==> config.mk <==
export PLATFORM = sky130hd
export DESIGN_NAME = capture_timer_flags_regs
export DESIGN_NICKNAME = d
export VERILOG_FILES = /design/src/pkg/capture_timer_pkg.sv /design/src/design/capture_timer_flags_regs.sv
export SDC_FILE = /design/constraint.sdc
export NUM_CORES = 1
export LEC_CHECK = 0
export BUFFER_PORTS_ARGS = -buffer_cell sky130_fd_sc_hd__buf_2
export CORE_MARGIN = 2
export CORE_UTILIZATION = 51
export CTS_BUF_LIST = sky130_fd_sc_hd__clkbuf_4 sky130_fd_sc_hd__clkbuf_8 sky130_fd_sc_hd__clkbuf_16
export CTS_CLUSTER_SIZE = 12
export DETAILED_ROUTE_END_ITERATION = 6
export PLACE_DENSITY = 0.8
export RECOVER_POWER = 25
export SLEW_MARGIN = 15
export SYNTH_ARGS = -nofsm -noshare
export SYNTH_HDL_FRONTEND = slang
export SYNTH_SLANG_ARGS = --single-unit
==> constraint.sdc <==
create_clock -name clk_i -period 2.39 [get_ports clk_i]
set_input_delay 0.5975 -clock clk_i [delete_from_list [all_inputs] [get_ports clk_i]]
set_output_delay 0.5975 -clock clk_i [all_outputs]
set_load 0.005 [all_outputs]
==> src/pkg/capture_timer_pkg.sv <==
package capture_timer_pkg;

    // ------------------------------------------------------------
    // Register indices (byte address is four times the index)
    // ------------------------------------------------------------
    localparam logic [3:0] IDX_CTRL_A     = 4'h0;
    localparam logic [3:0] IDX_CTRL_B     = 4'h1;
    localparam logic [3:0] IDX_EVENT_CTRL = 4'h4;
    localparam logic [3:0] IDX_IRQ_ENABLE = 4'h5;
    localparam logic [3:0] IDX_FLAGS      = 4'h6;
    localparam logic [3:0] IDX_STATUS     = 4'h7;
    localparam logic [3:0] IDX_DEBUG      = 4'h8;
    localparam logic [3:0] IDX_LATCH      = 4'h9;
    localparam logic [3:0] IDX_CNT_LO     = 4'hA;
    localparam logic [3:0] IDX_CNT_HI     = 4'hB;
    localparam logic [3:0] IDX_CAPTURE_COMPARE_VALUE_LO    = 4'hC;
    localparam logic [3:0] IDX_CAPTURE_COMPARE_VALUE_HI    = 4'hD;

    // ------------------------------------------------------------
    // Field positions
    // ------------------------------------------------------------
    localparam int ENABLE_BIT   = 0;
    localparam int MODE_LSB     = 0;
    localparam int EDGE_BIT     = 4;
    localparam int CAPTURE_FLAG_EI_BIT  = 0;
    localparam int WRAP_BIT     = 1;
    localparam int CAPTURE_FLAG_BIT     = 0;
    localparam int RUN_BIT      = 0;
    localparam int DBG_CONT_BIT = 0;

    // ------------------------------------------------------------
    // Counter limits
    // ------------------------------------------------------------
    localparam logic [15:0] COUNT_MAX    = 16'hFFFF;
    localparam logic [15:0] COUNT_BOTTOM = 16'h0000;

    typedef enum logic [2:0] {
        MODE_PERIODIC   = 3'h0,
        MODE_TIMEOUT    = 3'h1,
        MODE_CAPTURE    = 3'h2,
        MODE_FREQ       = 3'h3,
        MODE_WIDTH      = 3'h4,
        MODE_FREQ_WIDTH = 3'h5,
        MODE_SINGLE     = 3'h6,
        MODE_BYTE_PWM   = 3'h7
    } mode_t;

    typedef struct packed {
        logic        enable;
        mode_t       counter_mode_select;
        logic        edge_sel;
        logic        capture_flag_ei;
        logic        wrap_en;
        logic        capture_flag_en;
        logic        wrap_flag;
        logic        capture_flag;
        logic        debug_continue;
        logic [7:0]  latch;
        logic [15:0] counter_value;
        logic [15:0] capture_compare_value;
        logic        running;
        logic [1:0]  fw_phase;
        logic        ev_s1;
        logic        ev_s2;
        logic        ev_prev;
        logic        ack;
        logic [7:0]  rdat;
        logic        wrap_irq;
        logic        capture_flag_irq;
    } state_t;

    localparam state_t RESET_STATE = '0;

endpackage : capture_timer_pkg

==> src/design/capture_timer_flags_regs.sv <==
// Behaviour
// - Counter rollover sets wrap flag, except in byte PWM
// - Wrap flag clears only on written one
// - Capture flag clears by one, or by compare low read in capture, frequency, width, combined modes
// - Timer modes flag on counter equals top
// - Frequency mode captures, restarts, sets flag
// - Capture mode copies counter to compare on event
// - Pulse width: restart edge, capture edge
// - Combined mode flags on second active edge, stops
// - Byte PWM flags at duty, period tops
// - Status bit shows running, read only
// - Debug halt freezes unless continue set
// - One shared byte latch for pairs
// - Counter bytes at 0x0A/0x0B, reset zero
// - Software counter write beats count update
// - Compare bytes at 0x0C/0x0D, reset zero
// - Capture takes counter value of moment
// - Full compare value is timer top
// - Byte PWM: low period, high duty
// - Three bit mode field, eight modes
// - Each flag has own interrupt enable
`timescale 1ns/1ps
module capture_timer_flags_regs
    import capture_timer_pkg::*;
(
    input  wire logic        clk_i,
    input  wire logic        rst_i,
    input  wire logic        cyc_i,
    input  wire logic        stb_i,
    input  wire logic        we_i,
    input  wire logic [5:0]  adr_i,
    input  wire logic [3:0]  sel_i,
    input  wire logic [31:0] dat_i,
    output logic      [31:0] dat_o,
    output logic             ack_o,
    input  wire logic        event_i,
    input  wire logic        debug_halt_i,
    output logic             wrap_irq_o,
    output logic             capture_irq_o
);

    // ------------------------------------------------------------
    // State and decode
    // ------------------------------------------------------------
    state_t      st;
    state_t      next_st;
    logic [3:0]  idx;
    logic        req;
    logic        wr_hit;
    logic        rd_hit;
    logic [7:0]  wdat;
    logic        frozen;
    logic        ev_ok;
    logic        act_edge;
    logic        opp_edge;
    logic        run_now;
    logic        tick;
    logic        wrap_set;
    logic        capture_flag_set;
    logic        capture_flag_mode;
    logic [15:0] cnt_inc;
    logic [7:0]  low_inc;

    assign idx    = adr_i[5:2];
    assign req    = cyc_i & stb_i & ~st.ack;
    assign wr_hit = req & we_i & sel_i[0];
    assign rd_hit = req & ~we_i;
    assign wdat   = dat_i[7:0];

    // ------------------------------------------------------------
    // Next state
    // ------------------------------------------------------------
    always_comb begin
        next_st = st;
        next_st.ack = req;
        next_st.ev_s1 = event_i;
        next_st.ev_s2 = st.ev_s1;
        next_st.ev_prev = st.ev_s2;

        frozen = debug_halt_i & ~st.debug_continue;
        ev_ok = st.enable & st.capture_flag_ei & ~frozen;
        act_edge = ev_ok & (st.edge_sel ? (~st.ev_s2 & st.ev_prev)
                                        : (st.ev_s2 & ~st.ev_prev));
        opp_edge = ev_ok & (st.edge_sel ? (st.ev_s2 & ~st.ev_prev)
                                        : (~st.ev_s2 & st.ev_prev));
        case (st.counter_mode_select)
            MODE_TIMEOUT, MODE_FREQ_WIDTH, MODE_SINGLE: begin
                run_now = st.enable & st.running;
            end
            default: begin
                run_now = st.enable;
            end
        endcase
        capture_flag_mode = (st.counter_mode_select == MODE_CAPTURE)
                  | (st.counter_mode_select == MODE_FREQ)
                  | (st.counter_mode_select == MODE_WIDTH)
                  | (st.counter_mode_select == MODE_FREQ_WIDTH);
        tick = run_now & ~frozen;
        cnt_inc = st.counter_value + 16'h0001;
        low_inc = st.counter_value[7:0] + 8'h01;
        wrap_set = 1'b0;
        capture_flag_set = 1'b0;

        if (tick) begin
            next_st.counter_value = cnt_inc;
            wrap_set = (st.counter_value == COUNT_MAX);
        end

        case (st.counter_mode_select)
            MODE_PERIODIC, MODE_TIMEOUT, MODE_SINGLE: begin
                if (tick && st.counter_value == st.capture_compare_value)
                begin
                    capture_flag_set = 1'b1;
                    next_st.counter_value = COUNT_BOTTOM;
                    if (st.counter_mode_select == MODE_SINGLE) begin
                        next_st.running = 1'b0;
                    end
                end
                if (st.counter_mode_select == MODE_TIMEOUT) begin
                    if (act_edge) begin
                        next_st.running = 1'b1;
                    end else if (opp_edge) begin
                        next_st.running = 1'b0;
                    end
                end
                if (st.counter_mode_select == MODE_SINGLE
                    && (act_edge || (st.edge_sel && opp_edge))) begin
                    next_st.running = 1'b1;
                    next_st.counter_value = COUNT_BOTTOM;
                end
            end
            MODE_CAPTURE: begin
                if (act_edge) begin
                    next_st.capture_compare_value = st.counter_value;
                    capture_flag_set = 1'b1;
                end
            end
            MODE_FREQ: begin
                if (act_edge) begin
                    next_st.capture_compare_value = st.counter_value;
                    next_st.counter_value = COUNT_BOTTOM;
                    capture_flag_set = 1'b1;
                end
            end
            MODE_WIDTH: begin
                if (act_edge) begin
                    next_st.counter_value = COUNT_BOTTOM;
                end else if (opp_edge) begin
                    next_st.capture_compare_value = st.counter_value;
                    capture_flag_set = 1'b1;
                end
            end
            MODE_FREQ_WIDTH: begin
                case (st.fw_phase)
                    2'h0: begin
                        if (act_edge) begin
                            next_st.counter_value = COUNT_BOTTOM;
                            next_st.running = 1'b1;
                            next_st.fw_phase = 2'h1;
                        end
                    end
                    2'h1: begin
                        if (opp_edge) begin
                            next_st.capture_compare_value =
                                st.counter_value;
                            next_st.fw_phase = 2'h2;
                        end
                    end
                    2'h2: begin
                        if (act_edge) begin
                            next_st.running = 1'b0;
                            capture_flag_set = 1'b1;
                            next_st.fw_phase = 2'h3;
                        end
                    end
                    default: begin
                        if (!st.capture_flag) begin
                            next_st.fw_phase = 2'h0;
                        end
                    end
                endcase
            end
            default: begin
                wrap_set = 1'b0;
                if (tick) begin
                    next_st.counter_value = {8'h00, low_inc};
                    if (st.counter_value[7:0]
                        == st.capture_compare_value[7:0]) begin
                        next_st.counter_value = COUNT_BOTTOM;
                        wrap_set = 1'b1;
                    end
                    capture_flag_set = (st.counter_value[7:0]
                        == st.capture_compare_value[15:8]);
                end
            end
        endcase

        if (!st.enable) begin
            next_st.running = 1'b0;
            next_st.fw_phase = 2'h0;
        end

        // Bus writes come last so they win over internal updates
        if (wr_hit) begin
            case (idx)
                IDX_CTRL_A: next_st.enable = wdat[ENABLE_BIT];
                IDX_CTRL_B: next_st.counter_mode_select =
                    mode_t'(wdat[MODE_LSB +: 3]);
                IDX_EVENT_CTRL: begin
                    next_st.edge_sel = wdat[EDGE_BIT];
                    next_st.capture_flag_ei = wdat[CAPTURE_FLAG_EI_BIT];
                end
                IDX_IRQ_ENABLE: begin
                    next_st.wrap_en = wdat[WRAP_BIT];
                    next_st.capture_flag_en = wdat[CAPTURE_FLAG_BIT];
                end
                IDX_DEBUG: next_st.debug_continue = wdat[DBG_CONT_BIT];
                IDX_LATCH: next_st.latch = wdat;
                IDX_CNT_LO, IDX_CAPTURE_COMPARE_VALUE_LO: next_st.latch = wdat;
                IDX_CNT_HI: begin
                    next_st.counter_value = {wdat, st.latch};
                end
                IDX_CAPTURE_COMPARE_VALUE_HI: begin
                    next_st.capture_compare_value =
                        {wdat, st.latch};
                end
                default: begin
                    next_st.latch = next_st.latch;
                end
            endcase
        end

        // Read data and read side effects; status has no write path
        next_st.rdat = 8'h00;
        if (rd_hit) begin
            case (idx)
                IDX_CTRL_A: next_st.rdat = {7'h00, st.enable};
                IDX_CTRL_B: next_st.rdat = {5'h00, st.counter_mode_select};
                IDX_EVENT_CTRL: next_st.rdat =
                    {3'h0, st.edge_sel, 3'h0, st.capture_flag_ei};
                IDX_IRQ_ENABLE: next_st.rdat = {6'h00, st.wrap_en, st.capture_flag_en};
                IDX_FLAGS: next_st.rdat =
                    {6'h00, st.wrap_flag, st.capture_flag};
                IDX_STATUS: next_st.rdat = {7'h00, run_now};
                IDX_DEBUG: next_st.rdat = {7'h00, st.debug_continue};
                IDX_LATCH: next_st.rdat = st.latch;
                IDX_CNT_LO: begin
                    next_st.rdat = st.counter_value[7:0];
                    next_st.latch = st.counter_value[15:8];
                end
                IDX_CAPTURE_COMPARE_VALUE_LO: begin
                    next_st.rdat = st.capture_compare_value[7:0];
                    next_st.latch = st.capture_compare_value[15:8];
                end
                IDX_CNT_HI, IDX_CAPTURE_COMPARE_VALUE_HI: next_st.rdat = st.latch;
                default: next_st.rdat = 8'h00;
            endcase
        end

        // Set wins over a clear in the same cycle
        next_st.wrap_flag = (st.wrap_flag
            & ~(wr_hit && idx == IDX_FLAGS && wdat[WRAP_BIT]))
            | wrap_set;
        next_st.capture_flag = (st.capture_flag
            & ~(wr_hit && idx == IDX_FLAGS && wdat[CAPTURE_FLAG_BIT])
            & ~(rd_hit && idx == IDX_CAPTURE_COMPARE_VALUE_LO && capture_flag_mode))
            | capture_flag_set;
        next_st.wrap_irq = next_st.wrap_flag & next_st.wrap_en;
        next_st.capture_flag_irq = next_st.capture_flag & next_st.capture_flag_en;

        if (rst_i) begin
            next_st = RESET_STATE;
        end
    end

    always_ff @(posedge clk_i) begin
        st <= next_st;
    end

    assign dat_o         = {24'h000000, st.rdat};
    assign ack_o         = st.ack;
    assign wrap_irq_o    = st.wrap_irq;
    assign capture_irq_o = st.capture_flag_irq;

    logic cnt_wr;
    logic capture_compare_value_wr;
    assign cnt_wr  = wr_hit && idx == IDX_CNT_HI;
    assign capture_compare_value_wr = wr_hit && idx == IDX_CAPTURE_COMPARE_VALUE_HI;
endmodule : capture_timer_flags_regs

* Word-level counts from Yosys, hierarchy flattened
Index checks and enable logic that the tools add are counted. W data, S select, Z words.
Cells by class: eq/ne operators 30, mux-type cells 50, multiply operators 0, shift operators 0, $lt $le $gt $ge 0, bitwise operators 35, divide/modulo/power cells 0, reduce and logical (&&, ||, !) cells 27, $add $sub $neg 2
Operators by type and width (count):
- $mux W16 | 12
- $pmux W16 S5 | 1
- $pmux W8 S10 | 1
- $pmux W16 S4 | 1
- $mux W40 | 1
- $mux W32 | 1
- $eq A4 B4 Y1 const B | 6
- $mux W8 | 3
- $and A1 B1 Y1 | 19
- $mux W1 | 19
- $add A16 B1 Y16 const B | 1
- $eq A16 B16 Y1 | 1
- $eq A16 B16 Y1 const B | 1
- $eq A4 B3 Y1 const B | 4
- $eq A8 B8 Y1 | 2
- $pmux W8 S2 | 1
- $reduce_or A3 Y1 | 4
- $not A1 Y1 | 11
- $eq A3 B3 Y1 const B | 3
- $add A8 B1 Y8 const B | 1
- $logic_and A1 B1 Y1 | 8
- $mux W2 | 4
- $reduce_and A2 Y1 | 4
- $reduce_or A7 Y1 | 1
- 22 further kinds | 34
Word-level totals: output and inout port bits 35, RAM bits 0, bits in latches 0, bits in read-only memories 0, bits in registers 68, input bits 49, word-level logic and storage cells 165, memories 0

* Longest topological paths before layout
Gate-level depths: netlist (run 1).
word-level depth 14, depth in mapped cells 9, mapped depth without buffers 8

* Least setup slack after synthesis (run 1)
OpenSTA, ideal clock, no wires.
path type input port to flip-flop, from input port adr_i[4], to register st[56] (netlist name), arrival time 2.345 ns, path slack -0.083 ns, data required time 2.262 ns, setup time 0.128 ns, cell stages on the path 8, cells stage by stage buf_2 > nor2b_1 > nor3_1 > and4b_1 > clkbuf_1 > mux2_2 > a222oi_1 > nor2_1
Between the ends: longest elaborated chain between the ends 6, elaborated cells between the ends (all ways) 8, classes of those cells 3 x eq/ne; 4 x mux; 1 x reduce/logical
RTL lines:
- start: declaration | RTL line capture_timer_flags_regs.sv:31 | input wire logic [5:0] adr_i,
- $eq A4 B4 Y1, on equally long branches | RTL line capture_timer_flags_regs.sv:205, capture_timer_flags_regs.sv:236
- $reduce_or A3 Y1 (no line)
- $mux W8 | RTL line capture_timer_flags_regs.sv:205 | case (idx)
- $mux W40 | RTL line capture_timer_flags_regs.sv:204 | if (wr_hit) begin
- $pmux W8 S2 | RTL line capture_timer_flags_regs.sv:236 | case (idx)
- $mux W8 (*) | RTL line capture_timer_flags_regs.sv:235 | if (rd_hit) begin
- end signal: assignment | RTL line capture_timer_flags_regs.sv:277 | st <= next_st;
- end: declaration | RTL line capture_timer_flags_regs.sv:45 | state_t st;
Mark *: on every way between the ends. The rest lies on a longest branch, timed or not. A chain may end at the register's enable or synchronous reset.

* Worst setup path after layout (run 1)
from register st[12] (netlist name), to register st[32] (netlist name)
Between the ends: longest elaborated chain between the ends 9, elaborated cells between the ends (all ways) 15, classes of those cells 10 x mux; 5 x bitwise
RTL lines:
- $not A1 Y1 | RTL line capture_timer_flags_regs.sv:82, capture_timer_flags_regs.sv:85
- $and A1 B1 Y1 | RTL line capture_timer_flags_regs.sv:82, capture_timer_flags_regs.sv:85
- $mux W1 | RTL line capture_timer_flags_regs.sv:84 | opp_edge = ev_ok & (st.edge_sel ? (st.ev_s2 & ~st.ev_prev)
- $and A1 B1 Y1 | RTL line capture_timer_flags_regs.sv:84
- $mux W16 | RTL line capture_timer_flags_regs.sv:148, capture_timer_flags_regs.sv:163
- $mux W16, on equally long branches | RTL line capture_timer_flags_regs.sv:154, capture_timer_flags_regs.sv:146
- $pmux W16 S4 (*) | RTL line capture_timer_flags_regs.sv:109 | case (st.counter_mode_select)
- $mux W16 | RTL line capture_timer_flags_regs.sv:205
- $mux W40 (*) | RTL line capture_timer_flags_regs.sv:204
Marks and branches as above.

==> out/summary.txt, run 1 <==
Final number of hold-violating endpoints = 0
CTS max path bufs = 2
Switch share = 0.264
CP Data Arrival Time = 2.48 ns
Clock-pin slew on the worst setup and hold paths = 0.08 ns
GRT overflow = 0
Via count = 4,311
Leak = 1.93 nW
Flops & latches, synth = 68
Final setup vio count = 0
Max stage delay cell, worst path = a2111o_1
H-tree levels = 3
Commonest cells after routing, fill and taps aside = dfxtp_1, nor2_1, nand2_1, buf_4, nor3_1
Crit path time final = 2.27 ns
Main flop type after synthesis = dfxtp_1
HP Class = reg -> reg
# nets final = 657
Seq/Total Area, Yosys = 0.309
Post-Syn Area = 4410 µm²
IO Port Bufs = 30
EDFF count, synth = 0
First-pass GRT wire length = 20,800 µm
Setup TNS Final = 0 ns
Avg WL per Cell = 17.9 µm
Max-Cap Viols = 0
GR Util All Layers = 0.273
Peak supply drop = 0.316 mV
WS Path Type = reg -> reg
Sequential Power Share = 0.502
Worst Hold Slack = 0.441 ns
Vias in the first global route = 4,156
Rel. slew slack = 0.345
Largest net degree at the start of global routing = 24
CTS Buf Count = 9
Antenna viol nets, final = 0
P&R area growth vs syn = 15.0%
Ports = 84
First DRT Iteration DRCs = 396
Cell repeated most along the worst path = nor3_1
Period utilization = 0.951
Worst endpoint required time = 2.60 ns
Final HPWL DP = 9490 µm
CP delay by family, top = compound AO/OA/AOI/OAI gates
Yosys cell types = 62
Pwr Density = 450 nW/µm²
Combinational share of power = 0.070
Skew final = 0.0103 ns
CP max stage delay = 0.44 ns
FMAX = 440 MHz
Vert. Die Dim = 97.0 µm
Initial Utilization = 0.531
Status = complete, no violations
Tightest Pin Transition = 0.982 ns
Drt pass-1 iters = 5
Placeable Area = 8300 µm²
Final max-slew violation count = 0
Yosys top cell area share = 0.309
Largest area contributor in the netlist = dfxtp_1
HP Start = st[13]$_SDFF_PP0_
Int Power = 1.68 mW
RR Startpoint = st[12]$_SDFF_PP0_
Die area = 9400 µm²
Die X = 97.0 µm
Clock Latency Late Sink = 0.36 ns
Initial antenna violation count = 0
Routed vias/inst = 6.05
Number of remaining DRC errors = 0
Antenna cells = 0
Post-synthesis async set-or-reset flop share = 0
Total clock sinks = 68
Synth top area cells = dfxtp_1, buf_4, nor2_1
CTS Hold Bufs = 0
CP Capture Type = flop
Crit. Startpoint = st[12]$_SDFF_PP0_
Routability Congestion = 0.968
CP bufs+invs = 1
Crit path launch type = flop
Fraction of layout cells with a size suffix above 1 = 0.211
Clk pwr share = 0.428
Switch Pwr = 0.602 mW
Crit-path cells = or3b_4 -> a211oi_4 -> nor3_1 -> a2111o_1 -> buf_12 -> a221oi_1 -> nor3_1
# rows = 33
Critical Path Fanout Max = 16
Post-Syn Area per Cell = 7.98 µm²
Total Wirelength = 12,800 µm
Clock root buffer = clkbuf_8
CTS tree = yes
Synth warn = 0
Synth Instances = 552
Most common cell after layout, fill and taps aside = dfxtp_1
==> Yosys cell counts, types with 3 or more instances <==
cell      instances
nor3_1           32
and3_1            5
a221oi_2         10
nand2_1          54
nor2_1           63
a31oi_1           5
o21ai_0          21
a21o_1            3
buf_1             4
dfxtp_1          68
clkbuf_1         30
nand4_1          11
nand3b_1          4
ha_1              6
a221oi_1          6
or2_2             4
nor4_1            3
nor2b_1           8
a22oi_1          12
xnor2_1          20
and2_1            3
buf_4            32
nand2b_1          6
a22o_1            5
inv_1            11
o31ai_1          11
nand3_1          15
mux2i_1          12
buf_2             3
xor2_1           14
or3_1             3
mux2_2            9
o22ai_1           3
a21oi_1          13
a222oi_1          9
==> logic make-up (layout without fill, tap and decap cells) <==
logic type / Yosys count / after routing / share of synthesized area
flip-flops: 68 / 68 / 0.309
other: 1 / 24 / 0.000851
multiplexers: 21 / 21 / 0.0503
XOR/XNOR: 34 / 34 / 0.0676
AO/OA/AOI/OAI: 120 / 120 / 0.216
adder cells (fa/ha/maj): 6 / 6 / 0.0170
AND/OR/NAND/NOR: 220 / 220 / 0.240
buffers and inverters: 82 / 114 / 0.0997
==> sequential cells by signal, summed over array words and instances (netlist names) <==
register and flops:
wrap_irq_o 1, dat_o 8, ack_o 1, st 57, capture_irq_o 1
==> power by group through the flow <==
stage	sequential, mW	combinational (mW)	clock [mW]
floorplan	1.17	0.117	0
global placement	1.17	0.154	0
detailed placement	1.17	0.157	0
CTS	1.14	0.158	0.980
global route	1.14	0.174	1.03
finish	1.14	0.160	0.977
==> what timing repair did <==
| item | CTS | global route |
|---|---|---|
| setup endpoints to repair | 6 | 19 |
| resized for setup | 0 | 7 |
| pin swaps | 1 | 0 |
| setup buffers | 1 | 0 |
==> cell type report <==
| type | count | area (µm²) |
|---|---|---|
| clock buffer | 9 | 124 |
| clock inverter | 7 | 75.1 |
| fill | 750 | 3230 |
| inverter | 12 | 45.0 |
| multi-input combinational | 425 | 2730 |
| sequential | 68 | 1360 |
| tap | 105 | 131 |
| timing repair buffer | 86 | 603 |
==> metrics by stage <==
step           instances  utilization  power (mW)  setup slack, ns  cell area, µm²
5_1_grt              712        0.611        2.35         -0.00493            5070
3_3_place_gp         695        0.583        1.32           -0.119            4840
6_report             712        0.611        2.28            0.117            5070
3_5_place_dp         695        0.583        1.33           -0.117            4840
2_1_floorplan        575            -        1.29            0.111            4500
4_1_cts              712        0.610        2.28            0.117            5060
==> worst paths after layout <==
check	endpoint	slack [ns]	cells past startpoint
setup / recovery	st[32]$_SDFF_PP0_	0.12	7
hold / removal	st[12]$_SDFF_PP0_	0.44	1
setup reg to reg	st[32]$_SDFF_PP0_	0.12	7
hold reg to reg	st[12]$_SDFF_PP0_	0.44	1
==> layer usage <==
metal	global-route usage	vias up	wire length, µm
li1	-	2048	-
met1	0.368	2028	5440
met2	0.443	200	5920
met3	0.0397	35	1080
met4	0.106	0	324
met5	0	-	0
==> worst register-to-register path: cells and delay by family (launching register included) <==
family	cells	cell delay, ns
buffers and inverters	1	0.18
AO/OA/AOI/OAI	3	1.01
flip-flops	1	0.35
AND/OR/NAND/NOR	3	0.59
Power figures use the tool's default switching activity.
==> run 2, diff against run 1 <==
--- a/config.mk
+++ b/config.mk
@@ -5,7 +5,7 @@
 export SDC_FILE = /design/constraint.sdc
 export NUM_CORES = 1
 export LEC_CHECK = 0
-export BUFFER_PORTS_ARGS = -buffer_cell sky130_fd_sc_hd__buf_2
+export BUFFER_PORTS_ARGS = -buffer_cell sky130_fd_sc_hd__buf_4
 export CORE_MARGIN = 2
 export CORE_UTILIZATION = 51
 export CTS_BUF_LIST = sky130_fd_sc_hd__clkbuf_4 sky130_fd_sc_hd__clkbuf_8 sky130_fd_sc_hd__clkbuf_16
==> constraint.sdc (replaced) <==
create_clock -name clk_i -period 2.39 [get_ports clk_i]
set_input_delay 0.239 -clock clk_i [delete_from_list [all_inputs] [get_ports clk_i]]
set_output_delay 0.239 -clock clk_i [all_outputs]
set_load 0.005 [all_outputs]
==> out/summary.txt, run 2 (synthesis results as in run 1) <==
Via count = 4,426 (was 4,311)
Fraction of layout cells with a size suffix above 1 = 0.190 (was 0.211)
Crit path launch type = flop (unchanged)
HP Class = in -> reg (was reg -> reg)
Routability Congestion = 1.01 (was 0.968)
Worst Hold Slack = 0.0978 ns (was 0.441 ns)
Final HPWL DP = 9090 µm (was 9490 µm)
Die X = 97.0 µm (unchanged)
Final setup vio count = 0 (unchanged)
Tightest Pin Transition = 0.712 ns (was 0.982 ns)
Cell repeated most along the worst path = nor3_1 (unchanged)
Final max-slew violation count = 0 (unchanged)
Skew final = 0.0104 ns (was 0.0103 ns)
Initial antenna violation count = 0 (unchanged)
Largest net degree at the start of global routing = 36 (was 24)
CP bufs+invs = 1 (unchanged)
Max-Cap Viols = 0 (unchanged)
IO Port Bufs = 30 (unchanged)
Peak supply drop = 0.345 mV (was 0.316 mV)
P&R area growth vs syn = 13.2% (was 15.0%)
Status = complete, no violations (unchanged)
H-tree levels = 3 (unchanged)
Placeable Area = 8300 µm² (unchanged)
Placed insts = 678 (was 695)
Most common cell after layout, fill and taps aside = dfxtp_1 (unchanged)
CTS max path bufs = 2 (unchanged)
Period utilization = 0.958 (was 0.951)
Pwr Density = 475 nW/µm² (was 450 nW/µm²)
GR Util All Layers = 0.271 (was 0.273)
RR Startpoint = st[12]$_SDFF_PP0_ (unchanged)
Reg with most FFs = st (unchanged)
Ports = 84 (unchanged)
Critical Path Fanout Max = 16 (unchanged)
Commonest cells after routing, fill and taps aside = dfxtp_1, nor2_1, nand2_1, buf_4, nor3_1 (unchanged)
FMAX = 437 MHz (was 440 MHz)
Worst endpoint required time = 2.60 ns (about the same)
Avg WL per Cell = 18.3 µm (was 17.9 µm)
Leak = 1.88 nW (was 1.93 nW)
GRT overflow = 0 (unchanged)
Setup WS post-layout = 0.102 ns (was 0.117 ns)
Setup TNS Final = 0 ns (unchanged)
Max stage delay cell, worst path = a2111o_1 (unchanged)
WS Path Type = reg -> reg (unchanged)
Total Wirelength = 12,700 µm (was 12,800 µm)
Clock Latency Late Sink = 0.35 ns (was 0.36 ns)
Vias in the first global route = 4,095 (was 4,156)
Number of remaining DRC errors = 0 (unchanged)
Vert. Die Dim = 97.0 µm (unchanged)
Crit. Startpoint = st[12]$_SDFF_PP0_ (unchanged)
First-pass GRT wire length = 20,800 µm (about the same)
Max reg flops = 57 (unchanged)
Antenna cells = 0 (unchanged)
Routed vias/inst = 6.37 (was 6.05)
CTS Buf Count = 9 (unchanged)
Initial Utilization = 0.531 (unchanged)
Clock root buffer = clkbuf_8 (unchanged)
CP max stage delay = 0.44 ns (about the same)
# rows = 33 (unchanged)
Clock-pin slew on the worst setup and hold paths = 0.08 ns (about the same)
RSZ-0062 raised after global routing = false
Antenna viol nets, final = 0 (unchanged)
CP Capture Type = flop (unchanged)
Crit path time final = 2.29 ns (was 2.27 ns)
Layout Cells excl Fill = 695 (was 712)
Drt pass-1 iters = 6 (was 5)
CTS tree = yes (unchanged)
CP delay by family, top = compound AO/OA/AOI/OAI gates (unchanged)
Die area = 9400 µm² (unchanged)
CP Data Arrival Time = 2.50 ns (was 2.48 ns)
HP Start = event_i (was st[13]$_SDFF_PP0_)
Crit-path cells = or3b_4 -> a211oi_4 -> nor3_1 -> a2111o_1 -> buf_12 -> a221oi_2 -> nor3_1 (was or3b_4 -> a211oi_4 -> nor3_1 -> a2111o_1 -> buf_12 -> a221oi_1 -> nor3_1)
Rel. slew slack = 0.521 (was 0.345)
Worst R2R Setup Slack = 0.10 ns (was 0.12 ns)
Total clock sinks = 68 (unchanged)
# nets final = 640 (was 657)
Final number of hold-violating endpoints = 0 (unchanged)
First DRT Iteration DRCs = 683 (was 396)
Pre-CTS setup slack = 0.136 ns (was -0.117 ns)
[run 2: path summary, 6_finish.rpt]
kind | endpoint | depth (start not counted)
max | st[19]$_SDFF_PP0_ | 7
min | st[13]$_SDFF_PP0_ | 2
max reg2reg | st[19]$_SDFF_PP0_ | 7
min reg2reg | st[12]$_SDFF_PP0_ | 1
[run 2: routing by layer]
metal  part of all wire  track usage  vias to the layer above
li1                   -            -                     2002
met3               0.12       0.0621                       52
met1               0.40        0.365                     2081
met4              0.029        0.115                        0
met5                  0            0                        -
met2               0.45        0.416                      291
[run 2: per-stage QoR]
stage	power [mW]	utilization	cell area (µm²)
after floorplan	1.28	-	4490
after global placement	1.32	0.574	4760
after detailed placement	1.33	0.574	4760
after CTS	2.38	0.601	4980
after global routing	2.45	0.601	4990
final	2.37	0.601	4990
[run 2: layout make-up]
cell class | instances | area, µm²
Fill cell | 734 | 3310
Multi-Input combinational cell | 425 | 2710
Sequential cell | 68 | 1360
Timing Repair Buffer | 69 | 519
Tap cell | 105 | 131
Clock buffer | 9 | 124
Clock inverter | 7 | 98.8
Inverter | 12 | 45.0
[run 2: report_power, final]
group | switching [mW] | leakage [nW] | internal, mW
Combinational | 0.106 | 1.22 | 0.0548
Clock | 0.475 | 0.110 | 0.592
Sequential | 0.00600 | 0.549 | 1.14
Total | 0.586 | 1.88 | 1.78
[run 2: worst register-to-register path, cell delays in order, from the launching register on]
cell and delay [ns]:
dfxtp_2 0.35, or3b_4 0.43, a211oi_4 0.27, nor3_1 0.07, a2111o_1 0.44, buf_12 0.18, a221oi_2 0.31, nor3_1 0.10
[run 2: timing repair]
action | CTS | global route
setup endpoints to repair | 0 | 5
gates resized for setup | 0 | 2
setup buffers | 0 | 1
hold buffers | 0 | 0
